$ cat src/design/drive_clock_map.vh
// Constants of the drive runtime clock: widths, day length, timing, log kinds.
// Assumes one 125 MHz clock; included by the clock top and its log memory.
//
// Behaviour
// Millisecond count wraps at one full day
// Day count kept beside millisecond count
// Tick advances ms; wrap increments days
// Counts restored from retained values at power-up
// Unsynced time counts from 1992 midnight epoch
// Events stamped with operating hours by default
// Master sends time only by sync message
// Master first sends after reaching running state
// Periodic resend; device resyncs each time
// Pre-sync events keep local stamp, later synced
// First sync logs operating hours and UTC
// Later received time loads at once
// Small backward jump freezes clock until caught up
// Large backward jump resets clock to received
// Backward jump threshold defaults to 100 ms
// Master pushes time after own deliberate reset
// Clock resolution is one millisecond
// Backward reset over 60 s logs seconds
// Large resync exposes after and before times
// Logged entries never rewritten on clock change
// Master shows whether automatic sync active
`ifndef DRIVE_CLOCK_MAP_VH
`define DRIVE_CLOCK_MAP_VH

// ****************************************************************
// Widths
// ****************************************************************
`define MS_W            27
`define DAY_W           16
`define TOT_W           48
`define THR_W           32
`define TICK_W          20
`define LOG_AW          4
`define LOG_DW          90
`define KIND_W          4

// ****************************************************************
// Time values
// ****************************************************************
`define DAY_MS          27'h5265c00
`define THR_RESET_MS    32'h00000064
`define CORR_LOG_MS     48'h00000000ea60
`define MS_PER_S        48'h0000000003e8
`define TICK_PERIOD_NS  1000000
`define REF_CLK_NS      8
`define EPOCH_YEAR      1992

// ****************************************************************
// Log entry kinds
// ****************************************************************
`define KIND_EVT_OPH    4'h1
`define KIND_EVT_UTC    4'h2
`define KIND_FIRST_SYNC 4'h3
`define KIND_CORRECTION 4'h4

`endif

$ cat src/design/drive_runtime_clock_sync.v
// Drive runtime clock: ms-of-day and day counters, operating hours,
// master time following with halt/reset correction, and a diagnostic log.
// Assumes sync words, retained values and events come from logic on ref_clk.
`timescale 1ns/10ps
`include "drive_clock_map.vh"

module drive_runtime_clock_sync
#(
	parameter TICK_CYCLES = `TICK_PERIOD_NS / `REF_CLK_NS   // Cycles per 1 ms tick
)
(
	// Clock and reset
	input  wire                  ref_clk,
	input  wire                  rst_n,
	// Retained values from nonvolatile store
	input  wire                  nv_load,
	input  wire [`MS_W-1:0]      nv_ms,
	input  wire [`DAY_W-1:0]     nv_days,
	input  wire [`MS_W-1:0]      nv_op_ms,
	input  wire [`DAY_W-1:0]     nv_op_days,
	// Master time message
	input  wire                  sync_valid,
	input  wire [`MS_W-1:0]      sync_ms,
	input  wire [`DAY_W-1:0]     sync_days,
	// Threshold configuration
	input  wire                  thr_wr_en,
	input  wire [`THR_W-1:0]     thr_wr_value,
	// Fault and alarm events
	input  wire                  event_in,
	input  wire                  stamp_utc_mode,
	// Log read port
	input  wire [`LOG_AW-1:0]    log_rd_addr,
	output wire [`LOG_DW-1:0]    log_rd_data,
	// Clock state
	output reg  [`MS_W-1:0]      runtime_ms_q,
	output reg  [`DAY_W-1:0]     runtime_days_q,
	output reg  [`MS_W-1:0]      op_ms_q,
	output reg  [`DAY_W-1:0]     op_days_q,
	output reg                   epoch_1992_q,
	output reg                   synced_q,
	output reg                   clock_halted_q,
	output reg  [`THR_W-1:0]     backward_jump_threshold_q,
	// Resync time record
	output reg                   resync_record_valid_q,
	output reg  [`MS_W-1:0]      rec_after_ms_q,
	output reg  [`DAY_W-1:0]     rec_after_days_q,
	output reg  [`MS_W-1:0]      rec_before_ms_q,
	output reg  [`DAY_W-1:0]     rec_before_days_q,
	// Log write position
	output reg  [`LOG_AW-1:0]    log_wptr_q
);

	// ****************************************************************
	// Helpers
	// ****************************************************************

	// Total milliseconds from days and ms of day
	function [`TOT_W-1:0] to_total;
		input [`DAY_W-1:0] d;
		input [`MS_W-1:0]  m;
		begin
			to_total = {{(`TOT_W-`DAY_W){1'b0}}, d} * {{(`TOT_W-`MS_W){1'b0}}, `DAY_MS}
				+ {{(`TOT_W-`MS_W){1'b0}}, m};
		end
	endfunction

	// ****************************************************************
	// Millisecond tick
	// ****************************************************************
	localparam integer       TICK_LAST_I = TICK_CYCLES - 1;              // Last count, full width
	localparam [`TICK_W-1:0] TICK_LAST   = TICK_LAST_I[`TICK_W-1:0];     // Cut to divider width

	reg  [`TICK_W-1:0] tick_cnt_q;   // Divider count
	reg                tick_q;       // One-cycle 1 ms tick

	// Divide ref_clk down to a 1 ms tick
	always @(posedge ref_clk or negedge rst_n)
	begin
		if (!rst_n)
		begin
			tick_cnt_q <= {`TICK_W{1'b0}};
			tick_q     <= 1'b0;
		end
		else if (tick_cnt_q == TICK_LAST)
		begin
			tick_cnt_q <= {`TICK_W{1'b0}};
			tick_q     <= 1'b1;
		end
		else
		begin
			tick_cnt_q <= tick_cnt_q + 1'b1;
			tick_q     <= 1'b0;
		end
	end

	// ****************************************************************
	// Sync decision
	// ****************************************************************
	wire [`TOT_W-1:0] local_tot = to_total(runtime_days_q, runtime_ms_q);  // Own time
	wire [`TOT_W-1:0] recv_tot  = to_total(sync_days, sync_ms);            // Master time
	wire [`TOT_W-1:0] back_diff = local_tot - recv_tot;                    // Deficit
	wire              sync_ok   = sync_valid && (sync_ms < `DAY_MS);       // Sane message
	wire              is_ahead  = recv_tot > local_tot;                    // Forward jump
	wire              is_behind = recv_tot < local_tot;                    // Backward jump
	wire              big_back  = back_diff >
		{{(`TOT_W-`THR_W){1'b0}}, backward_jump_threshold_q};             // Over threshold
	wire              do_load   = sync_ok && (is_ahead || (is_behind && big_back));
	wire              do_halt   = sync_ok && is_behind && !big_back;
	wire              corr_log  = sync_ok && synced_q && is_behind && big_back &&
		(back_diff > `CORR_LOG_MS);                                         // Long reset
	wire              first_log = sync_ok && !synced_q;                    // First sync
	wire [`TOT_W-1:0] corr_s    = back_diff / `MS_PER_S;                   // Seconds

	// ****************************************************************
	// Threshold
	// ****************************************************************

	// Configurable backward jump threshold
	always @(posedge ref_clk or negedge rst_n)
	begin
		if (!rst_n)
		begin
			backward_jump_threshold_q <= `THR_RESET_MS;
		end
		else if (thr_wr_en)
		begin
			backward_jump_threshold_q <= thr_wr_value;
		end
	end

	// ****************************************************************
	// Runtime clock
	// ****************************************************************
	reg [`THR_W-1:0] halt_left_q;   // Ticks still to hold

	// Runtime ms and day counters with load, halt and wrap
	always @(posedge ref_clk or negedge rst_n)
	begin
		if (!rst_n)
		begin
			runtime_ms_q   <= {`MS_W{1'b0}};
			runtime_days_q <= {`DAY_W{1'b0}};
			clock_halted_q <= 1'b0;
			halt_left_q    <= {`THR_W{1'b0}};
		end
		else if (nv_load)
		begin
			// Resume from retained values
			runtime_ms_q   <= nv_ms;
			runtime_days_q <= nv_days;
			clock_halted_q <= 1'b0;
			halt_left_q    <= {`THR_W{1'b0}};
		end
		else if (do_load)
		begin
			// Forward jump or large backward jump: take master time
			runtime_ms_q   <= sync_ms;
			runtime_days_q <= sync_days;
			clock_halted_q <= 1'b0;
			halt_left_q    <= {`THR_W{1'b0}};
		end
		else if (do_halt)
		begin
			// Small backward jump: hold until master catches up
			clock_halted_q <= 1'b1;
			halt_left_q    <= back_diff[`THR_W-1:0];
		end
		else if (tick_q && clock_halted_q)
		begin
			// Frozen: count down the deficit instead of the time
			halt_left_q <= halt_left_q - 1'b1;
			if (halt_left_q == {{(`THR_W-1){1'b0}}, 1'b1})
			begin
				clock_halted_q <= 1'b0;
			end
		end
		else if (tick_q)
		begin
			if (runtime_ms_q == `DAY_MS - 1'b1)
			begin
				// End of day: wrap and count a day
				runtime_ms_q   <= {`MS_W{1'b0}};
				runtime_days_q <= runtime_days_q + 1'b1;
			end
			else
			begin
				runtime_ms_q <= runtime_ms_q + 1'b1;
			end
		end
	end

	// ****************************************************************
	// Operating hours counter
	// ****************************************************************

	// Operating hours always run, unaffected by sync
	always @(posedge ref_clk or negedge rst_n)
	begin
		if (!rst_n)
		begin
			op_ms_q   <= {`MS_W{1'b0}};
			op_days_q <= {`DAY_W{1'b0}};
		end
		else if (nv_load)
		begin
			op_ms_q   <= nv_op_ms;
			op_days_q <= nv_op_days;
		end
		else if (tick_q)
		begin
			if (op_ms_q == `DAY_MS - 1'b1)
			begin
				op_ms_q   <= {`MS_W{1'b0}};
				op_days_q <= op_days_q + 1'b1;
			end
			else
			begin
				op_ms_q <= op_ms_q + 1'b1;
			end
		end
	end

	// ****************************************************************
	// Sync state and resync record
	// ****************************************************************

	// Synced flag, epoch marker and before/after record
	always @(posedge ref_clk or negedge rst_n)
	begin
		if (!rst_n)
		begin
			synced_q              <= 1'b0;
			epoch_1992_q          <= 1'b1;
			resync_record_valid_q <= 1'b0;
			rec_after_ms_q        <= {`MS_W{1'b0}};
			rec_after_days_q      <= {`DAY_W{1'b0}};
			rec_before_ms_q       <= {`MS_W{1'b0}};
			rec_before_days_q     <= {`DAY_W{1'b0}};
		end
		else
		begin
			if (sync_ok)
			begin
				synced_q     <= 1'b1;
				epoch_1992_q <= 1'b0;
			end
			if (sync_ok && is_behind && big_back)
			begin
				// Large backward resync: keep after and before times
				resync_record_valid_q <= 1'b1;
				rec_after_ms_q        <= sync_ms;
				rec_after_days_q      <= sync_days;
				rec_before_ms_q       <= runtime_ms_q;
				rec_before_days_q     <= runtime_days_q;
			end
		end
	end

	// ****************************************************************
	// Diagnostic log writer
	// ****************************************************************
	reg                log_we_q;      // Write strobe to memory
	reg [`LOG_DW-1:0]  log_wdata_q;   // Entry to write
	reg                evt_pend_q;    // Event waiting for a free slot

	// Event stamp: operating hours unless UTC stamping is chosen and synced
	wire               stamp_utc = stamp_utc_mode && synced_q;
	wire [`KIND_W-1:0] evt_kind  = stamp_utc ? `KIND_EVT_UTC : `KIND_EVT_OPH;
	wire [`MS_W-1:0]   evt_ms    = stamp_utc ? runtime_ms_q : op_ms_q;
	wire [`DAY_W-1:0]  evt_days  = stamp_utc ? runtime_days_q : op_days_q;
	wire               evt_go    = event_in || evt_pend_q;   // Event to log
	wire               sync_go   = first_log || corr_log;    // Sync entry to log

	// Append entries; sync entries first, an event waits one slot
	always @(posedge ref_clk or negedge rst_n)
	begin
		if (!rst_n)
		begin
			log_we_q    <= 1'b0;
			log_wdata_q <= {`LOG_DW{1'b0}};
			log_wptr_q  <= {`LOG_AW{1'b0}};
			evt_pend_q  <= 1'b0;
		end
		else
		begin
			// Advance past the entry written last cycle, wrapping from 15 back to 0
			if (log_we_q)
			begin
				log_wptr_q <= log_wptr_q + 1'b1;
			end
			if (first_log)
			begin
				// First sync: operating hours and new UTC time
				log_we_q    <= 1'b1;
				log_wdata_q <= {`KIND_FIRST_SYNC, op_ms_q, op_days_q,
					sync_ms, sync_days};
				evt_pend_q  <= evt_go;
			end
			else if (corr_log)
			begin
				// Long backward reset: correction in whole seconds
				log_we_q    <= 1'b1;
				log_wdata_q <= {`KIND_CORRECTION, runtime_ms_q, runtime_days_q,
					corr_s[`MS_W-1:0], {`DAY_W{1'b0}}};
				evt_pend_q  <= evt_go;
			end
			else if (evt_go)
			begin
				// Fault or alarm with its stamp
				log_we_q    <= 1'b1;
				log_wdata_q <= {evt_kind, evt_ms, evt_days,
					{`MS_W{1'b0}}, {`DAY_W{1'b0}}};
				evt_pend_q  <= 1'b0;
			end
			else
			begin
				log_we_q <= 1'b0;
			end
		end
	end

	// ****************************************************************
	// Log storage
	// ****************************************************************

	// Entries are appended in a ring of 16; stored stamps stay as written until the ring wraps
	diag_log_mem u_log
	(
		.clk       (ref_clk),
		.rst_n     (rst_n),
		.wr_en     (log_we_q),
		.wr_addr   (log_wptr_q),
		.wr_data   (log_wdata_q),
		.rd_addr   (log_rd_addr),
		.rd_data_q (log_rd_data)
	);

endmodule

$ cat src/design/diag_log_mem.v
// Small memory holding diagnostic log entries, one write and one read port.
// Assumes the writer appends only; its pointer wraps, so an entry is rewritten after 16 more.
`timescale 1ns/10ps
`include "drive_clock_map.vh"

module diag_log_mem
(
	// Clock and reset
	input  wire                  clk,
	input  wire                  rst_n,
	// Write port
	input  wire                  wr_en,
	input  wire [`LOG_AW-1:0]    wr_addr,
	input  wire [`LOG_DW-1:0]    wr_data,
	// Read port
	input  wire [`LOG_AW-1:0]    rd_addr,
	output reg  [`LOG_DW-1:0]    rd_data_q
);

	// ****************************************************************
	// Storage
	// ****************************************************************
	reg [`LOG_DW-1:0] mem [0:(1<<`LOG_AW)-1];   // Entry array, no reset

	// Write side: one entry per write strobe
	always @(posedge clk)
	begin
		if (wr_en)
		begin
			mem[wr_addr] <= wr_data;
		end
	end

	// Read side: registered read data
	always @(posedge clk or negedge rst_n)
	begin
		if (!rst_n)
		begin
			rd_data_q <= {`LOG_DW{1'b0}};
		end
		else
		begin
			rd_data_q <= mem[rd_addr];
		end
	end

endmodule

$ cat config.mk
export PLATFORM = sky130hd
export DESIGN_NAME = drive_runtime_clock_sync
export DESIGN_NICKNAME = d
export VERILOG_FILES = /design/src/design/drive_runtime_clock_sync.v /design/src/design/diag_log_mem.v
export VERILOG_INCLUDE_DIRS = /design/src /design/src/design
export SDC_FILE = /design/constraint.sdc
export NUM_CORES = 2
export LEC_CHECK = 0
export ABC_AREA = 1
export BUFFER_PORTS_ARGS = -buffer_cell sky130_fd_sc_hd__clkbuf_2
export CORE_ASPECT_RATIO = 0.6
export CORE_MARGIN = 2
export CORE_UTILIZATION = 35
export DETAILED_ROUTE_END_ITERATION = 8
export PLACE_DENSITY_LB_ADDON = 0.12
export SLEW_MARGIN = 20
export SYNTH_ARGS = -nofsm -noshare
export SYNTH_HDL_FRONTEND = slang
export SYNTH_SLANG_ARGS = --single-unit
$ cat constraint.sdc
create_clock -name ref_clk -period 29.6 [get_ports ref_clk]
set_input_delay 1.48 -clock ref_clk [delete_from_list [all_inputs] [get_ports ref_clk]]
set_output_delay 1.48 -clock ref_clk [all_outputs]
set_load 0.02 [all_outputs]
==> results by group <==
Global routing
  – All-layer global routing usage: 0.238
  – GRT Residual Overflow: 0
  – Wire length of the first global-routing pass: 512 mm
  – Largest net degree at the start of global routing: 187
  – Vias in the first global route: a little over 70k
  – Initial antenna violation count: 43

Clock network
  – Worst skew pair latency: around 900 ps
  – Clock slew at the register clock pins of the worst setup and hold paths: 60 ps
  – H-tree levels: 4
  – Root buffer cell: clkbuf_16
  – Clock Path Buffers: 4
  – CTS tree: yes
  – TritonCTS buffer count: around 190
  – Hold buffer count at cts: 0
  – Clock sink count: 1,869

Timing
  – Slew Limit Headroom: 0.129
  – Worst Tran Pin Value: between 1000 and 1500 ps
  – Final worst slack: 1830 ps
  – Max Freq: about 36 MHz
  – Final Setup Violations: 0
  – Period utilization: 0.938
  – Hold Slack: 443 ps
  – Clock skew: 97.9 ps
  – Final Hold Viols: 0
  – Min Tclk post-route: 27,770 ps
  – Max Slew Vio Count: 0

Synth
  – Post-synthesis mux area share: 0.0355
  – Flops & latches, synth: 1,869
  – Top cells by area, synth: edfxtp_1 (42%), dfrtp_1 (11%), ha_1 (5.2%), nand2_1 (4.8%), inv_1 (4.7%)
  – Adder-cell share of the synthesized area: 0.0852
  – Cell taking the most area after synthesis: edfxtp_1
  – Async SR Flop Fraction: 0.238
  – Largest family of logic cells by synthesized area: simple AND/OR/NAND/NOR gates
  – Sequential fraction of the synthesis area: 0.534
  – Syn nets: 10.4k
  – Post-Syn Instances: 9,637
  – Ys Warns: 0
  – Synth cell count leaders: edfxtp_1 (1,424), nand2_1 (1,293), inv_1 (1,269), o21ai_0 (762), a21oi_1 (538)
  – Synth Area in Simple Gates: 0.132
  – Cell with the most instances after synthesis: edfxtp_1
  – Synth unique cells: 88
  – Post-Synth XOR/XNOR Area: 0.0245
  – Average cell area after synthesis: 10.5 um2
  – Synth Flop Type: edfxtp_1
  – Synth top area share: 0.424
  – Post-Syn Area: 101,000 um2
  – EDFF count, synth: roughly 1.4k
  – Synth Area in Compound Gates: 0.122

Worst hold path
  – Hold Path Class: register to register

Floorplanning
  – Top-Level Pins: 474
  – Die Area: around 290,000 um2
  – Die Y: 420 um
  – Die W: between 600 and 700 um
  – FP Rows: between 150 and 200
  – Core area: 286,000 um2
  – Initial core utilization: 0.352

Worst setup path
  – R2R Setup Slk: around 1800 ps
  – Req. time, crit path: 30,340 ps
  – Top Family by Delay on Critical Path: simple AND/OR/NAND/NOR gates
  – CP endpoint kind: register
  – Setup Crit Path Kind: register to register
  – WP data arrival: approximately 29,000 ps
  – CP most frequent cell: nand2_2
  – Cell at the slowest stage of the critical path: fa_1
  – Critical path peak fanout: 10
  – Worst path max stage delay: 560 ps
  – Worst path bufs/invs: 27
  – Startpoint types: register

Place
  – Number of I/O port buffers: 472
  – Placement Setup Slack: 248 ps
  – RePlAce Congestion: 0.923
  – Placed Area: 108,000 um2
  – Post-detail-place hpwl: 242 mm

Route
  – Vias: 73.8k
  – Via density: 5.20
  – DRC Markers: 0
  – Wirelength per Cell: between 20 and 30 um
  – DRT Pass-1 Iters: 6
  – First-iteration detailed-routing DRC count: 6,364
  – Routed wire length: 357 mm
  – Post-DRT Antenna Nets: 0

Final layout
  – Post-route cell area: 116,000 um2
  – Layout cell share with drive strength beyond 1: 0.183
  – Syn-to-layout area delta: 15.3%
  – Nets@finish: between 10k and 15k
  – FILL cells: roughly 28k
  – Core Util, Final: 0.406

Flow run
  – Max cap viols: 0

Outcome
  – Status: finished clean
-- what timing repair did --
action | in CTS | in global routing
setup endpoints to repair | 0 | 6
setup buffers | 0 | 103
gates resized for setup | 0 | 348
-- kinds of logic (layout without fill, tap and decap cells) --
family / after synthesis / in the layout
DFF: 1869 / 1869
muxes: 358 / 358
other: 1 / 16
and+or+nand+nor: 2718 / 2718
buffers and inverters: 1756 / 2432
xor gates and xnor gates: 280 / 280
adders and majority gates: 588 / 588
AOI/OAI and AO/OA: 2067 / 2067
-- routing by layer --
metal  part of all wire  track usage  vias up  wire (um)
li1                   -            -    34373          -
met1               0.48        0.352    36860     172000
met2               0.44        0.370     2178     159000
met3              0.053       0.0321      368      18800
met4              0.024       0.0532       10       8440
met5            0.00021            0        -         74
-- worst reg2reg max path: cells and delay by family (launching register included) --
kind            cells  cell delay [ps]
flops               1              500
fa+ha+maj           8             3310
simple gates      155            16870
xor+xnor            3              730
buf+inv            27             2090
compound gates     24             4150
-- through the flow --
stage	std cells	setup TNS [ps]
3_3_place_gp	13713	0
2_1_floorplan	9637	0
5_1_grt	14170	-454
3_5_place_dp	13713	0
4_1_cts	14058	0
6_report	14178	0
-- state kept, by name (all words and copies together) (netlist names), 4 cells and up --
| signal | cells |
|---|---|
| backward_jump_threshold_q | 32 |
| halt_left_q | 32 |
| log_wdata_q | 89 |
| u_log.rd_data_q | 89 |
| rec_before_ms_q | 27 |
| runtime_ms_q | 27 |
| rec_after_days_q | 16 |
| tick_cnt_q | 20 |
| runtime_days_q | 16 |
| rec_after_ms_q | 27 |
| rec_before_days_q | 16 |
| u_log.mem | 1424 |
| op_ms_q | 27 |
| log_wptr_q | 4 |
| op_days_q | 16 |
-- cells in the final DEF (no fill, tap or decap), types with 42 or more instances in the layout --
cell type	n
nor3_1	42
mux2i_1	356
inv_1	1250
fa_1	164
nor2_4	51
nand2_4	95
nand4_1	66
clkbuf_16	193
nand2_1	1248
nand2_2	239
nor2_1	286
o21ai_0	742
o21ai_1	46
ha_1	404
nand3_1	401
clkbuf_2	456
buf_4	218
dfrtp_1	427
xor2_1	197
o21ai_2	55
nor2_2	82
xnor2_1	59
edfxtp_1	1424
o211ai_1	471
nand3_2	88
clkbuf_1	44
a21oi_1	531
inv_2	88
-- area by class of cell --
| class | instances | area, um2 | share of cell area |
|---|---|---|---|
| tap | 3850 | 4820 | 0.0414 |
| antenna | 15 | 37.5 | 0.000323 |
| multi-input combinational | 6012 | 41900 | 0.360 |
| sequential | 1869 | 53900 | 0.464 |
| timing repair buffer | 694 | 4150 | 0.0357 |
| clock buffer | 255 | 5240 | 0.0451 |
| inverter | 1393 | 5360 | 0.0461 |
| clock inverter | 90 | 956 | 0.00822 |
-- path summary, 6_finish.rpt --
kind,start,to,cells after the start
max in group asynchronous,rst_n,backward_jump_threshold_q[3],4
min,epoch_1992_q,epoch_1992_q,2
min in group asynchronous,rst_n,u_log.rd_data_q[10],1
max,runtime_days_q[5],log_wdata_q[16],217
max reg2reg,runtime_days_q[5],log_wdata_q[16],217
min reg2reg,epoch_1992_q,epoch_1992_q,2
Power is not shown: default switching activity piles up to over one toggle a cycle in this logic, so the estimate is an artifact.
